File: src/ssrf_pkg.sv
`default_nettype none
package ssrf_pkg;
  localparam int unsigned FRAME_BITS = 16;
  localparam int unsigned SYNC_DEPTH = 3;

  // Transfer type codes, top two command bits
  localparam logic [1:0] TT_REG   = 2'h0;
  localparam logic [1:0] TT_XAXIS = 2'h1;
  localparam logic [1:0] TT_YAXIS = 2'h2;
  localparam logic [1:0] TT_BAD   = 2'h3;

  // Exception classes in register replies
  localparam logic [1:0] EC_NONE  = 2'h0;
  localparam logic [1:0] EC_BEHAV = 2'h1;
  localparam logic [1:0] EC_CRIT  = 2'h2;
  localparam logic [1:0] EC_TRANS = 2'h3;

  // Reserved 11-bit acceleration codes, the value range limits and zero
  localparam logic [10:0] CODE_CRIT      = 11'h7FF;
  localparam logic [10:0] CODE_BAD_AXIS  = 11'h7FE;
  localparam logic [10:0] CODE_OVERFLOW  = 11'h7FD;
  localparam logic [10:0] CODE_OVERRANGE = 11'h7FC;
  localparam logic [10:0] CODE_MAX_POS   = 11'h7FB;
  localparam logic [10:0] CODE_ZERO      = 11'h400;
  localparam logic [10:0] CODE_MIN_NEG   = 11'h005;
  localparam logic [10:0] CODE_UNDERRNG  = 11'h004;
  localparam logic [10:0] CODE_UNDERFLOW = 11'h003;
  localparam logic [10:0] CODE_CLK_FAULT = 11'h002;
  localparam logic [10:0] CODE_PAR_FAULT = 11'h001;

  // Command and reply field positions
  localparam int unsigned POS_TOP     = 15;
  localparam int unsigned POS_AD      = 13;
  localparam int unsigned POS_RW      = 12;
  localparam int unsigned POS_PAR_REG = 10;
  localparam int unsigned POS_PAR_ACC = 12;
  // Register replies move the echoed selections down one place
  localparam int unsigned POS_AD_RSP  = 12;
  localparam int unsigned POS_RW_RSP  = 11;

  // Device control register address, the only writable one in normal mode
  localparam logic [7:0] ADDR_DEVICE_CONTROL_REGISTER = 8'h0E;

  typedef struct packed {
    logic transient;
    logic badAxis;
    logic resetExc;
    logic critical;
    logic selfTest;
    logic hold;
    logic clkFault;
    logic parFault;
  } ssrf_exc_s;

  typedef struct packed {
    logic        overflow;
    logic        underflow;
    logic        overRange;
    logic        underRange;
    logic [10:0] value;
  } ssrf_accel_s;
endpackage
`default_nettype wire

File: src/ssrf_framer.sv
`timescale 1ns/10ps
`default_nettype none
module ssrf_framer (
  // Clock and reset
  input  wire logic                   clk,
  input  wire logic                   reset_n,
  // Serial link pins
  input  wire logic                   linkSclk,
  input  wire logic                   chipSelect_n,
  input  wire logic                   dataIn,
  output var  logic                   dataOut,
  output var  logic                   dataOutEn,
  // Device state
  input  wire ssrf_pkg::ssrf_exc_s    exceptions,
  input  wire logic                   oscFault,
  input  wire logic                   signed_output_select,
  input  wire ssrf_pkg::ssrf_accel_s  accelX,
  input  wire ssrf_pkg::ssrf_accel_s  accelY,
  input  wire logic [7:0]             regReadData,
  input  wire logic [7:0]             statusCode,
  // Register port
  output var  logic [7:0]             regPointer,
  output var  logic                   regWrite,
  output var  logic [7:0]             regWriteData,
  output var  logic                   frameDone
);
  logic sclkS;
  logic csSel;
  logic dinS;
  logic sclkPrev_r;
  logic csPrev_r;
  logic [15:0] shiftIn_r;
  logic [15:0] shiftOut_r;
  logic [4:0]  bitCnt_r;
  logic        transientNext_r;

  ssrf_sync uSclk (.clk(clk), .reset_n(reset_n), .pinIn(linkSclk), .levelOut(sclkS));
  // Select synchronised active high, so its reset level is the idle bus and no false edge follows reset
  ssrf_sync uCs (.clk(clk), .reset_n(reset_n), .pinIn(!chipSelect_n), .levelOut(csSel));
  ssrf_sync uDin (.clk(clk), .reset_n(reset_n), .pinIn(dataIn), .levelOut(dinS));

  wire csActive = csSel;
  wire csFall   = !csPrev_r && csSel;
  wire csRise   = csPrev_r && !csSel;
  wire sclkRise = !sclkPrev_r && sclkS && csActive;
  wire sclkFall = sclkPrev_r && !sclkS && csActive;

  always_ff @(posedge clk or negedge reset_n) begin
    if (!reset_n) begin
      sclkPrev_r <= 1'b0;
      csPrev_r   <= 1'b0;
    end else begin
      sclkPrev_r <= sclkS;
      csPrev_r   <= csSel;
    end
  end

  // Command decode of the previous frame selects this frame's reply
  logic [15:0] cmd_r;
  logic        cmdValid_r;
  wire  [1:0]  cmdType = cmd_r[15:14];
  wire         cmdAd   = cmd_r[ssrf_pkg::POS_AD];
  wire         cmdRw   = cmd_r[ssrf_pkg::POS_RW];
  wire         badAxis = cmdValid_r && (cmdType == ssrf_pkg::TT_BAD);

  // Exception class, highest priority first
  logic [1:0] excClass;
  logic       behavOne;
  always_comb begin
    behavOne = exceptions.selfTest ^ exceptions.hold;
    if (exceptions.transient || exceptions.badAxis || exceptions.clkFault || exceptions.parFault
        || badAxis || transientNext_r) begin
      excClass = ssrf_pkg::EC_TRANS;
    end else if (exceptions.resetExc || exceptions.critical) begin
      excClass = ssrf_pkg::EC_CRIT;
    end else if (behavOne) begin
      excClass = ssrf_pkg::EC_BEHAV;
    end else begin
      excClass = ssrf_pkg::EC_NONE;
    end
  end

  // Accel value encoding
  function automatic logic [10:0] encode(input ssrf_pkg::ssrf_accel_s a, input logic sgn);
    logic [10:0] v;
    v = a.value;
    if (a.overflow) begin
      v = ssrf_pkg::CODE_OVERFLOW;
    end else if (a.underflow) begin
      v = ssrf_pkg::CODE_UNDERFLOW;
    end else if (a.overRange || v > ssrf_pkg::CODE_MAX_POS) begin
      v = ssrf_pkg::CODE_OVERRANGE;
    end else if (a.underRange || v < ssrf_pkg::CODE_MIN_NEG) begin
      v = ssrf_pkg::CODE_UNDERRNG;
    end
    // Signed form shifts zero from 1024 to 0
    if (sgn) begin
      v = v ^ ssrf_pkg::CODE_ZERO;
    end
    return v;
  endfunction

  logic [15:0] reply;
  logic [10:0] accCode;
  logic [7:0]  lowByte;
  always_comb begin
    reply   = '0;
    accCode = encode((cmdType == ssrf_pkg::TT_YAXIS) ? accelY : accelX, signed_output_select);
    lowByte = cmdAd ? regReadData : regPointer;
    if (!cmdValid_r || cmdType != ssrf_pkg::TT_REG) begin
      if (excClass == ssrf_pkg::EC_CRIT) begin
        // Fixed pattern is already odd; recomputing parity would clear bit 12
        reply = {{15{1'b1}}, 1'b0};
      end else begin
        if (excClass == ssrf_pkg::EC_TRANS) begin
          accCode = (badAxis || exceptions.badAxis) ? ssrf_pkg::CODE_BAD_AXIS :
                    (exceptions.clkFault ? ssrf_pkg::CODE_CLK_FAULT : ssrf_pkg::CODE_PAR_FAULT);
          reply = {3'h7, 1'b0, accCode, 1'b0};
        end else begin
          reply = {(exceptions.selfTest ^ exceptions.hold), cmdType, 1'b0, accCode, 1'b0};
        end
        reply[ssrf_pkg::POS_PAR_ACC] = ~^reply;
      end
    end else begin
      reply[15:13] = (excClass == ssrf_pkg::EC_NONE) ? 3'h0 : 3'h7;
      reply[ssrf_pkg::POS_AD_RSP] = cmdAd;
      reply[ssrf_pkg::POS_RW_RSP] = cmdRw;
      reply[9:8] = excClass;
      if (excClass == ssrf_pkg::EC_TRANS) begin
        reply[7:0] = statusCode;
      end else if (cmdRw) begin
        reply[7:0] = cmdAd ? regPointer : 8'h00;
      end else begin
        reply[7:0] = lowByte;
      end
      reply[ssrf_pkg::POS_PAR_REG] = ~^reply;
    end
  end

  always_ff @(posedge clk or negedge reset_n) begin
    if (!reset_n) begin
      shiftIn_r <= '0;
      bitCnt_r  <= '0;
    end else if (csFall) begin
      bitCnt_r <= '0;
    end else if (sclkRise && bitCnt_r <= 5'(ssrf_pkg::FRAME_BITS)) begin
      // Counts one past a frame, so an overlong frame is refused too
      shiftIn_r <= {shiftIn_r[14:0], dinS};
      bitCnt_r  <= bitCnt_r + 5'h01;
    end
  end

  always_ff @(posedge clk or negedge reset_n) begin
    if (!reset_n) begin
      shiftOut_r <= '0;
    end else if (csFall) begin
      shiftOut_r <= reply;
    end else if (sclkFall) begin
      shiftOut_r <= {shiftOut_r[14:0], 1'b0};
    end
  end

  // Frames of other than 16 clocks are dropped
  wire goodFrame = csRise && (bitCnt_r == 5'(ssrf_pkg::FRAME_BITS));
  always_ff @(posedge clk or negedge reset_n) begin
    if (!reset_n) begin
      cmd_r           <= '0;
      cmdValid_r      <= 1'b0;
      transientNext_r <= 1'b0;
    end else if (csRise) begin
      cmd_r           <= shiftIn_r;
      cmdValid_r      <= goodFrame;
      transientNext_r <= !goodFrame || (goodFrame && !(^shiftIn_r));
    end
  end

  // Register side effects; blocked unless the exception class is none
  wire doReg = goodFrame && shiftIn_r[15:14] == ssrf_pkg::TT_REG && (^shiftIn_r)
               && shiftIn_r[ssrf_pkg::POS_RW] && excClass == ssrf_pkg::EC_NONE;
  always_ff @(posedge clk or negedge reset_n) begin
    if (!reset_n) begin
      regPointer   <= '0;
      regWrite     <= 1'b0;
      regWriteData <= '0;
      frameDone    <= 1'b0;
    end else begin
      frameDone <= goodFrame;
      regWrite  <= 1'b0;
      if (doReg && !shiftIn_r[ssrf_pkg::POS_AD]) begin
        regPointer <= shiftIn_r[7:0];
      end
      if (doReg && shiftIn_r[ssrf_pkg::POS_AD] && regPointer == ssrf_pkg::ADDR_DEVICE_CONTROL_REGISTER) begin
        regWrite     <= 1'b1;
        regWriteData <= shiftIn_r[7:0];
      end
    end
  end

  always_ff @(posedge clk or negedge reset_n) begin
    if (!reset_n) begin
      dataOut   <= 1'b0;
      dataOutEn <= 1'b0;
    end else begin
      dataOutEn <= csActive;
      dataOut   <= oscFault ? 1'b1 : shiftOut_r[ssrf_pkg::POS_TOP];
    end
  end

  property p_osc_high;
    @(posedge clk) disable iff (!reset_n) oscFault && csActive |=> dataOut && dataOutEn;
  endproperty
  a_osc_high: assert property (p_osc_high) else $error("oscillator fault output not high");
  property p_dev_only;
    @(posedge clk) disable iff (!reset_n) regWrite |-> $past(regPointer) == ssrf_pkg::ADDR_DEVICE_CONTROL_REGISTER;
  endproperty
  a_dev_only: assert property (p_dev_only) else $error("write outside control register");
  property p_crit_acc;
    @(posedge clk) disable iff (!reset_n)
      csFall && cmdValid_r && cmdType != ssrf_pkg::TT_REG && excClass == ssrf_pkg::EC_CRIT
      |=> shiftOut_r == 16'hFFFE;
  endproperty
  a_crit_acc: assert property (p_crit_acc) else $error("critical accel reply wrong");
  property p_trans_ec;
    @(posedge clk) disable iff (!reset_n)
      csFall && cmdValid_r && cmdType == ssrf_pkg::TT_REG && excClass == ssrf_pkg::EC_TRANS
      |=> shiftOut_r[9:8] == 2'h3 && shiftOut_r[15:13] == 3'h7;
  endproperty
  a_trans_ec: assert property (p_trans_ec) else $error("transient register reply wrong");
  property p_parity;
    @(posedge clk) disable iff (!reset_n) csFall |=> ^shiftOut_r;
  endproperty
  a_parity: assert property (p_parity) else $error("reply parity not odd");
  property p_bad_axis;
    @(posedge clk) disable iff (!reset_n)
      csFall && badAxis |=> shiftOut_r[15:13] == 3'h7 && shiftOut_r[11:1] == ssrf_pkg::CODE_BAD_AXIS;
  endproperty
  a_bad_axis: assert property (p_bad_axis) else $error("bad axis reply wrong");
  property p_echo;
    @(posedge clk) disable iff (!reset_n)
      csFall && cmdValid_r && cmdType == ssrf_pkg::TT_REG
      |=> shiftOut_r[ssrf_pkg::POS_RW_RSP] == $past(cmdRw) && shiftOut_r[ssrf_pkg::POS_AD_RSP] == $past(cmdAd);
  endproperty
  a_echo: assert property (p_echo) else $error("selections not echoed");
  property p_no_zero;
    @(posedge clk) disable iff (!reset_n)
      csFall && (!cmdValid_r || cmdType != ssrf_pkg::TT_REG) && !signed_output_select
      && (excClass == ssrf_pkg::EC_NONE || excClass == ssrf_pkg::EC_BEHAV) |=> shiftOut_r[11:1] != 11'h000;
  endproperty
  a_no_zero: assert property (p_no_zero) else $error("code zero produced");
  c_frame: cover property (@(posedge clk) goodFrame);
  c_regw: cover property (@(posedge clk) regWrite);
  c_trans: cover property (@(posedge clk) csFall && excClass == ssrf_pkg::EC_TRANS);
endmodule
`default_nettype wire

File: src/ssrf_sync.sv
`timescale 1ns/10ps
`default_nettype none
module ssrf_sync (
  // Clock and reset
  input  wire logic clk,
  input  wire logic reset_n,
  // Pin in, filtered level out
  input  wire logic pinIn,
  output var  logic levelOut
);
  logic [ssrf_pkg::SYNC_DEPTH-1:0] stage_r;

  always_ff @(posedge clk or negedge reset_n) begin
    if (!reset_n) begin
      stage_r <= '0;
    end else begin
      stage_r <= {stage_r[ssrf_pkg::SYNC_DEPTH-2:0], pinIn};
    end
  end

  // First stage feeds only the second; stages two and three must agree
  always_ff @(posedge clk or negedge reset_n) begin
    if (!reset_n) begin
      levelOut <= 1'b0;
    end else if (stage_r[1] == stage_r[2]) begin
      levelOut <= stage_r[2];
    end
  end
endmodule
`default_nettype wire

File: config.mk
export PLATFORM = sky130hd
export DESIGN_NAME = ssrf_framer
export DESIGN_NICKNAME = d
export VERILOG_FILES = /design/src/ssrf_pkg.sv /design/src/ssrf_framer.sv /design/src/ssrf_sync.sv
export SDC_FILE = /design/constraint.sdc
export NUM_CORES = 1
export LEC_CHECK = 0
export BUFFER_PORTS_ARGS = -buffer_cell sky130_fd_sc_hd__buf_2
export CAP_MARGIN = 20
export CELL_PAD_IN_SITES_DETAIL_PLACEMENT = 1
export CELL_PAD_IN_SITES_GLOBAL_PLACEMENT = 2
export CORE_MARGIN = 2
export CORE_UTILIZATION = 38
export CTS_CLUSTER_SIZE = 40
export DETAILED_ROUTE_END_ITERATION = 8
export GPL_TIMING_DRIVEN = 0
export PLACE_DENSITY = 0.89
export REMOVE_ABC_BUFFERS = 1
export SLEW_MARGIN = 10
export SYNTH_ARGS = -nofsm -noshare
export SYNTH_HDL_FRONTEND = slang
export SYNTH_SLANG_ARGS = --single-unit
File: constraint.sdc
create_clock -name clk -period 9.3 [get_ports clk]
set_input_delay 0.93 -clock clk [delete_from_list [all_inputs] [get_ports clk]]
set_output_delay 0.93 -clock clk [all_outputs]
set_load 0.05 [all_outputs]
After elaboration in Yosys (flattened, before gate mapping)
Index checks and enable logic that the tools add are counted.

word-level totals
  register bits after elaboration = 88
  bits in latches = 0
  bits in writable memories = 0
  bits in read-only memories = 0
  input port bits = 61
  output and inout bits = 20
  logic and storage cells = 109
  memories kept = 0

cells by class
  add/subtract/negate cells = 1
  multiply operators = 0
  divide/modulo/power cells = 0
  magnitude comparators = 3
  eq/ne operators = 9
  shift-type cells = 0
  muxes and demuxes = 28
  bitwise operators = 3
  reduce and logical (&&, ||, !) cells = 46

operators by type and width
  operator                count
  $mux W16                7
  $mux W11                6
  $mux W8                 5
  $reduce_xnor A16 Y1     2
  $logic_and A1 B1 Y1     17
  $reduce_xor A16 Y1      1
  $mux W15                1
  $gt A11 B11 Y1 const B  1
  $logic_or A1 B1 Y1      11
  $lt A11 B3 Y1 const B   1
  $mux W5                 2
  $logic_not A1 Y1        9
  $eq A2 B2 Y1 const B    4
  $eq A8 B4 Y1 const B    1
  $mux W2                 3
  $reduce_bool A2 Y1      3
  $add A5 B1 Y5 const B   1
  $eq A5 B5 Y1 const B    1
  $le A5 B5 Y1 const B    1
  $logic_not A2 Y1        2
  $eq A1 B1 Y1            3
  $mux W1                 3
  $mux W3                 1
  $not A1 Y1              2
  other kinds (2)         2

Logic depth before layout (Yosys ltp)
Gate-level depths: netlist (run 1).

  word-level depth = 17
  depth in mapped cells = 16
  mapped depth without buffers = 14

Modules after synthesis
A second synthesis (run 1) with hierarchy kept.

unflattened totals
  cell total of the unflattened synthesis = 430
  area, all modules = 4501.8 um^2

by module, submodules not included
  module       times used  cells an instance  area an instance (um^2)  sequential area each (um^2)
  ssrf_framer  1           415                4167.7                   1601.5
  ssrf_sync    3           5                  111.4                    100.1

Worst setup path after synthesis (run 1)
Ideal clock, no wire load.

  path type = input-to-reg
  start point = input exceptions[6] in the netlist's numbering
  end point = register shiftOut_r[12]
  setup time = 0.077 ns
  arrival time = 3.662 ns
  data required time = 9.223 ns
  slack = 5.560 ns
  stages = 15
  cell sequence = a31oi_1 > nand2b_1 > or4_1 > nor3_1 > inv_1 > ha_1 > clkbuf_1 > a211oi_2 > o21ai_0 > o221ai_1 > and3_1 > o21ba_2 > mux2i_1 > xor2_1 > a21oi_1

between the ends
  longest elaborated chain between the ends = 14

RTL lines
  what                             line                source
  from (decl)                      ssrf_framer.sv:14   input wire ssrf_pkg::ssrf_exc_s exceptions,
  $logic_or A1 B1 Y1 (3 in a row)  ssrf_framer.sv:71   if (exceptions.transient || exceptions.badAxis || exceptions.clkFault || exceptions.parFault
  $logic_or A1 B1 Y1 (2 in a row)  ssrf_framer.sv:72   || badAxis || transientNext_r) begin
  $mux W2                          ssrf_framer.sv:71
  $eq A2 B2 Y1                     ssrf_framer.sv:115  if (excClass == ssrf_pkg::EC_TRANS) begin
  $mux W16                         ssrf_framer.sv:115
  $mux W16                         ssrf_framer.sv:111  if (excClass == ssrf_pkg::EC_CRIT) begin
  $mux W16                         ssrf_framer.sv:110  if (!cmdValid_r || cmdType != ssrf_pkg::TT_REG) begin
  $reduce_xnor A16 Y1              ssrf_framer.sv:122  reply[ssrf_pkg::POS_PAR_ACC] = ~^reply;
  $mux W16 *                       ssrf_framer.sv:111
  $mux W16 *                       ssrf_framer.sv:110
  $mux W16 *                       ssrf_framer.sv:156  end else if (csFall) begin
  to (signal assigned)             ssrf_framer.sv:157  shiftOut_r <= reply;
  to (signal assigned)             ssrf_framer.sv:159  shiftOut_r <= {shiftOut_r[14:0], 1'b0};
  to (decl)                        ssrf_framer.sv:33   logic [15:0] shiftOut_r;

Every way passes the cells marked *; elsewhere a longest branch is shown, timed or not. The select of a mux whose other input is x is not followed.
A chain may end at the register's enable or synchronous reset.

Worst setup path after layout (run 1)
Same ends and word-level chain as after synthesis.

==> run summary, run 1 <==
Status: finished clean
CTS buffer count: 9
Place WS: 4470 ps
Initial Util: 38.96%
Flop2flop setup slack: 4890 ps
Gr ovfl total: 0
Final cell utilization of the core: 46.08%
GRT Total Usage: 19.67%
RSZ-0062 raised after global routing: false
Post-synth EDFFs: 0
Distinct cells, synth: 60
Most common cell after layout, fill and taps aside: buf_2
Initial DRT Pass Iterations: 5
Clock skew: 11.49 ps
Primary FF master, synth: dfrtp_1
Initial antenna violation count: 0
RePlAce Congestion: 0.8438
# DRC: 0
Worst reg-to-reg path cell count: 14
Port Buffers: 80
Post-CTS Setup Bufs: 0
Sum Neg Setup Slack: 0 ps
Actual slew at the worst max-slew pin: 1022 ps
Required @ worst endpoint: 9500 ps
Total power: 0.9653 mW
Post-Synth Simple-Gate Area: 13.72%
Final hold violation count: 0
CTS Buffer Depth: 2
Worst VDD drop: 0.0001056 V
Xor and xnor area share after synthesis: 8.149%
TritonCTS clock tree: yes
Buf/Inv on CP: 2
Worst Setup SP: exceptions[6]
DIE WIDTH: 112.4 µm
Mapped Cells: 431
Critical path destination: shiftOut_r[12]
Synth top area share: 42.57%
Antenna cells: 0
CP endpoint kind: flip-flop
Hold Path Depth: 0
DR vias: 3,591
Vias in the first global route: 3,849
Yosys top cell by area: dfrtp_1
Synth Cell Area: 4468 µm²
Critical path peak fanout: 28
Sequential-to-total area share from yosys stat: 42.57%
Placed Area: 4943 µm²
Area Overhead vs Synth: 18.26%
Post-detail-place hpwl: 8.808 mm
Crit-path cells: buf_2, a31oi_1, nand2b_1, or4_1, nor3_1, inv_1, ha_1, a211oi_2, o21ai_0, o221ai_1, and3_1, nor3_1, mux2i_1, xor2_1, a21oi_1
Core area: 11,470 µm²
Post-synth ARST share: 100.0%
First-pass GRT wire length: 19.89 mm
Share of cells above drive strength 1: 30.36%
Largest family of logic cells by synthesized area: multiplexers
Clk root buf: clkbuf_16
WP depth: 15
Syn avg cell area: 10.37 µm²
Die area: 12,640 µm²
Most frequent CP cell: nor3_1
Startpoint types: primary input
H-Tree Depth: 3
Leakage power: 2.454 nW
Capture instance of the worst register-to-register path: shiftOut_r[12]
Final setup viols: 0
Commonest non-fill, non-tap cells in the layout: buf_2, dfrtp_1, mux2_2, nand2_1, xnor2_1
Vias per Instance: 5.550
CP max-delay cell: a211oi_2
Hold_ws: 349.0 ps
Slew Limit Fails: 0
Crit path DAT: 4700 ps
Post_cts resized: 0
DRT iter0 DRCs: 130
Hold Crit Class: flip-flop to flip-flop
Layout Nets: 567
Clock slew at reported path FFs: 60 ps
Worst reg2reg startpoint: cmd_r[15]
FMAX: 222.2 MHz
Die extent in y: 112.4 µm
Detail Route Antenna Nets: 0
Routed len/inst: 18.49 µm
IO Pins: 81
Period minus WS final: 4500 ps
Slew margin rel.: 31.69%
Clock sink count: 76
CP top delay family: compound AO/OA/AOI/OAI gates
Synth Area in Compound Gates: 14.03%
Std cell rows: 39
Non-Filler Instances: 647
Mux share of post-synthesis cell area: 15.43%
Power Dens Cells: 182.7 nW/µm²
Largest net degree at the start of global routing: 45
Worst-Skew Late Latency: 330 ps
Largest cells by area after synthesis: dfrtp_1, mux2_2, xnor2_1
Hold-fix buffers, CTS: 0
Setup CP Type: primary input to flip-flop
Routed WL: 11.96 mm
Final period util: 48.39%
Final WS setup: 4800 ps
Adder-Cell Fraction of Synth Area: 2.352%
Max Cap Violations: 0
Syn. warnings: 0
Fin area: 5284 µm²
Seq cells post-synth: 76
Cells after DPL: 632
Slowest stage delay, CP: 530 ps
-- layout make-up --
type / count / area (µm²)
Clock buffer: 9 / 225.2
Inverter: 11 / 41.29
Fill cell: 1282 / 6183
Sequential cell: 76 / 1902
Multi-Input combinational cell: 321 / 2401
Clock inverter: 6 / 112.6
Timing Repair Buffer: 81 / 422.9
Tap cell: 143 / 178.9
-- worst register-to-register path, cell delays in order (launching register included) --
cell and delay (ps):
dfrtp_1 520, a31oi_1 390, nand2b_1 130, or4_1 430, nor3_1 350, inv_1 120
ha_1 510, a211oi_2 540, o21ai_0 160, o221ai_1 340, and3_1 240, nor3_1 50
mux2i_1 190, xor2_1 200, a21oi_1 100
-- cell usage after synthesis (7+ instances only) --
cell type,n
o221ai_1,8
xor2_1,11
dfrtp_1,76
a22oi_1,8
nor2_1,24
o21ai_0,25
inv_1,11
nand2_1,32
clkbuf_1,15
mux2i_1,19
a21oi_1,26
mux2_2,42
nand3_1,7
nor3_1,9
xnor2_1,28
-- worst min-delay path by stage --
stage                           startpoint               end  slack, ps
final                     uSclk.stage_r[0]  uSclk.stage_r[1]        350
after global routing        uCs.stage_r[0]    uCs.stage_r[1]        360
after CTS                 uSclk.stage_r[0]  uSclk.stage_r[1]        350
after detailed placement  uSclk.stage_r[0]  uSclk.stage_r[1]        340
after global placement    uSclk.stage_r[0]  uSclk.stage_r[1]        330
after floorplan             uCs.stage_r[0]    uCs.stage_r[1]        330
-- metal layers --
layer,GRT usage (%),share of wire [%]
met1,24.65,43
met2,35.70,53
met4,4.553,1.2
met3,3.132,2.5
met5,0,0
-- state kept, by name, indices dropped and copies added, names as in the netlist --
name,cells
bitCnt_r,5
cmdValid_r,1
cmd_r,4
dataOut,1
dataOutEn,1
frameDone,1
regPointer,8
regWrite,1
regWriteData,8
sclkPrev_r,1
shiftIn_r,16
shiftOut_r,16
transientNext_r,1
uCs.levelOut,1
uCs.stage_r,3
uDin.levelOut,1
uDin.stage_r,3
uSclk.levelOut,1
uSclk.stage_r,3
-- kinds of logic (layout without fill, tap and decap cells) --
group | after synthesis | in the layout
xor+xnor | 40 | 40
fa+ha+maj | 9 | 9
mux | 63 | 63
compound gates | 97 | 97
buf+inv | 34 | 107
simple gates | 112 | 112
flops | 76 | 76
-- report_power, final --
| part | switching (mW) | total [mW] | internal, mW |
|---|---|---|---|
| combinational | 0.0877 | 0.172 | 0.0840 |
| clock | 0.138 | 0.399 | 0.262 |
| sequential | 0.0313 | 0.394 | 0.363 |
| total | 0.257 | 0.965 | 0.708 |
Note: power is estimated with default switching activity, not from simulation.
==> run 2: changes to the inputs <==
- CORE_UTILIZATION: 38 -> 36
- PLACE_DENSITY: 0.89 -> 0.85
- clock period: 9.3 -> 4.5 ns (I/O delays scaled with it)
==> run 2 against run 1 <==
Effect of this change: sequential power up 110%; sequential share of layout area down 0.20 points; die area up 5.4%; hold slack worse by 270 ps; combinational power up 110%; via count down 1.4%; first-iteration DRC count up 37%; critical endpoint unchanged; highest routed layer unchanged.
==> run summary, run 2 (synthesized netlist as in run 1, its figures left out) <==
Largest regs: shiftIn_r x16, shiftOut_r x16
Clock skew: 3.010 ps (-8.480 ps)
Actual slew at the worst max-slew pin: 1041 ps (+19.05 ps)
Initial antenna violation count: 0 (unchanged)
Hold-fix buffers, CTS: 0 (unchanged)
Final cell utilization of the core: 44.06% (-2.0 points)
Vias in the first global route: 3,875 (+0.68%)
Final hold violation count: 0 (unchanged)
Clock sink count: 76 (unchanged)
Area Overhead vs Synth: 18.93%
Power Dens Cells: 363.6 nW/µm² (+99%)
# DRC: 0 (unchanged)
Buf/Inv on CP: 1 (-1)
Worst reg-to-reg path cell count: 14 (unchanged)
Routed WL: 11.74 mm (-1.9%)
Most common cell after layout, fill and taps aside: buf_2
Hold Crit Class: primary input to async pin
Capture instance of the worst register-to-register path: shiftOut_r[12]
Worst reg2reg startpoint: cmd_r[15]
Worst Setup SP: cmd_r[15]
Largest net degree at the start of global routing: 42 (-6.7%)
Die area: 13,320 µm² (+5.4%)
Detail Route Antenna Nets: 0 (unchanged)
Routed len/inst: 17.44 µm (-5.7%)
Port Buffers: 80 (unchanged)
CTS buffer count: 9 (unchanged)
CTS Buffer Depth: 2 (unchanged)
Total power: 1.932 mW (+100%)
DR vias: 3,539 (-1.4%)
Leakage power: 2.442 nW (-0.47%)
Post-detail-place hpwl: 8.855 mm (+0.53%)
Clk root buf: clkbuf_16
Final setup viols: 0 (unchanged)
Die extent in y: 115.4 µm (+2.6%)
Gr ovfl total: 0 (unchanged)
Required @ worst endpoint: 4710 ps (-4790 ps)
Final WS setup: 522.4 ps (-4277 ps)
Most frequent CP cell: a21oi_1
Clock slew at reported path FFs: 60 ps (about the same)
Status: finished clean
Max Cap Violations: 0 (unchanged)
Slew Limit Fails: 0 (unchanged)
TritonCTS clock tree: yes
Area of the multi-input gates: 2415 µm² (+0.57%)
CP max-delay cell: dfrtp_1
GRT Total Usage: 18.66% (-1.0 points)
Setup CP Type: flip-flop to flip-flop
Worst VDD drop: 0.0004113 V (+290%)
Fin area: 5314 µm² (+0.57%)
Share of cells above drive strength 1: 30.69% (+0.34 points)
First-pass GRT wire length: 19.38 mm (-2.6%)
Register area: 1902 µm² (unchanged)
Worst-Skew Late Latency: 340 ps (about the same)
Crit path DAT: 4190 ps (-510 ps)
Vias per Instance: 5.259 (-5.3%)
Std cell rows: 40 (+2.6%)
WP depth: 14 (-1)
RePlAce Congestion: 0.8373 (-0.77%)
Slowest stage delay, CP: 550 ps (+20 ps)
Initial Util: 37.04% (-1.9 points)
DRT iter0 DRCs: 178 (+37%)
CP endpoint kind: flip-flop
Antenna cells: 0 (unchanged)
Period minus WS final: 3978 ps
DIE WIDTH: 115.4 µm (+2.6%)
Crit-path cells: a31oi_2, nand2b_1, or4_1, nor3_1, inv_1, ha_2, a211oi_4, o21ai_0, o221ai_1, a21oi_1, o21ba_2, mux2i_1, xor2_1, a21oi_1
Flop2flop setup slack: 520 ps (-4370 ps)
Critical path peak fanout: 28 (unchanged)
Place WS: 106.5 ps (-4364 ps)
Commonest non-fill, non-tap cells in the layout: buf_2, dfrtp_1, mux2_2, nand2_1, xnor2_1
Fillers: 1,366 (+6.6%)
H-Tree Depth: 3 (unchanged)
Placed Area: 4982 µm² (+0.78%)
Final period util: 88.39%
Core area: 12,060 µm² (+5.2%)
Layout Nets: 568 (+0.18%)
Sum Neg Setup Slack: 0 ps (unchanged)
CP top delay family: compound AO/OA/AOI/OAI gates
Startpoint types: flip-flop
RSZ-0062 raised after global routing: false
Slew margin rel.: 30.42% (-1.3 points)
IO Pins: 81 (unchanged)
FMAX: 251.4 MHz
Initial DRT Pass Iterations: 4 (-1)
-- run 2: changes by cell type in the layout (fill, tap and decap cells not counted), sizes merged --
| cell | previous run | this run |
|---|---|---|
| inv | 12 | 11 |
| buf | 81 | 82 |
| clkinvlp | 0 | 1 |
| bufinv | 3 | 2 |
| clkinv | 2 | 3 |
-- run 2: layout make-up --
type	count	share of cell area, %
Multi-Input combinational cell	321	45.44
Inverter	11	0.7770
Clock inverter	6	1.695
Sequential cell	76	35.79
Clock buffer	9	4.238
Tap cell	168	3.956
Timing Repair Buffer	82	8.100
-- run 2: how the worst max path moves through the flow --
stage,slack [ps],endpoint
floorplan,1060,shiftOut_r[12]
global placement,70,shiftOut_r[12]
detailed placement,110,shiftOut_r[12]
CTS,80,shiftOut_r[12]
global route,60,shiftOut_r[12]
finish,520,shiftOut_r[12]
-- run 2: per-layer routing --
metal  track usage (%)  vias up  routed length (µm)
li1                  -     1695                   -
met1             23.71     1775                5149
met2             32.87       56                6145
met3             3.637       13                 331
met4             4.177        0                 114
met5                 0        -                   0
-- run 2: worst register-to-register path, delay by kind of cell (launching register included) --
| kind | cells | cell delay [ps] |
|---|---|---|
| buffers and inverters | 1 | 130 |
| AOI/OAI and AO/OA | 7 | 1590 |
| xor gates and xnor gates | 1 | 180 |
| DFF | 1 | 550 |
| and+or+nand+nor | 3 | 870 |
| muxes | 1 | 160 |
| adders and majority gates | 1 | 370 |
-- run 2: what timing repair did --
| item | 4_1_cts | 5_1_grt |
|---|---|---|
| gates resized for setup | 0 | 3 |
| endpoints found under the setup margin | 0 | 1 |
| buffers inserted | 0 | 0 |
-- run 2: through the flow --
step | cells | hold slack [ps]
3_3_place_gp | 656 | 335.0
6_report | 673 | 79.98
5_1_grt | 673 | 94.83
2_1_floorplan | 408 | 154.4
3_5_place_dp | 658 | 337.0
4_1_cts | 673 | 87.44
-- run 2: where the power goes --
group | total, mW | internal (mW) | switching (mW)
logic | 0.355 | 0.175 | 0.180
registers | 0.817 | 0.750 | 0.0671
clock network | 0.760 | 0.483 | 0.278
total | 1.93 | 1.41 | 0.525
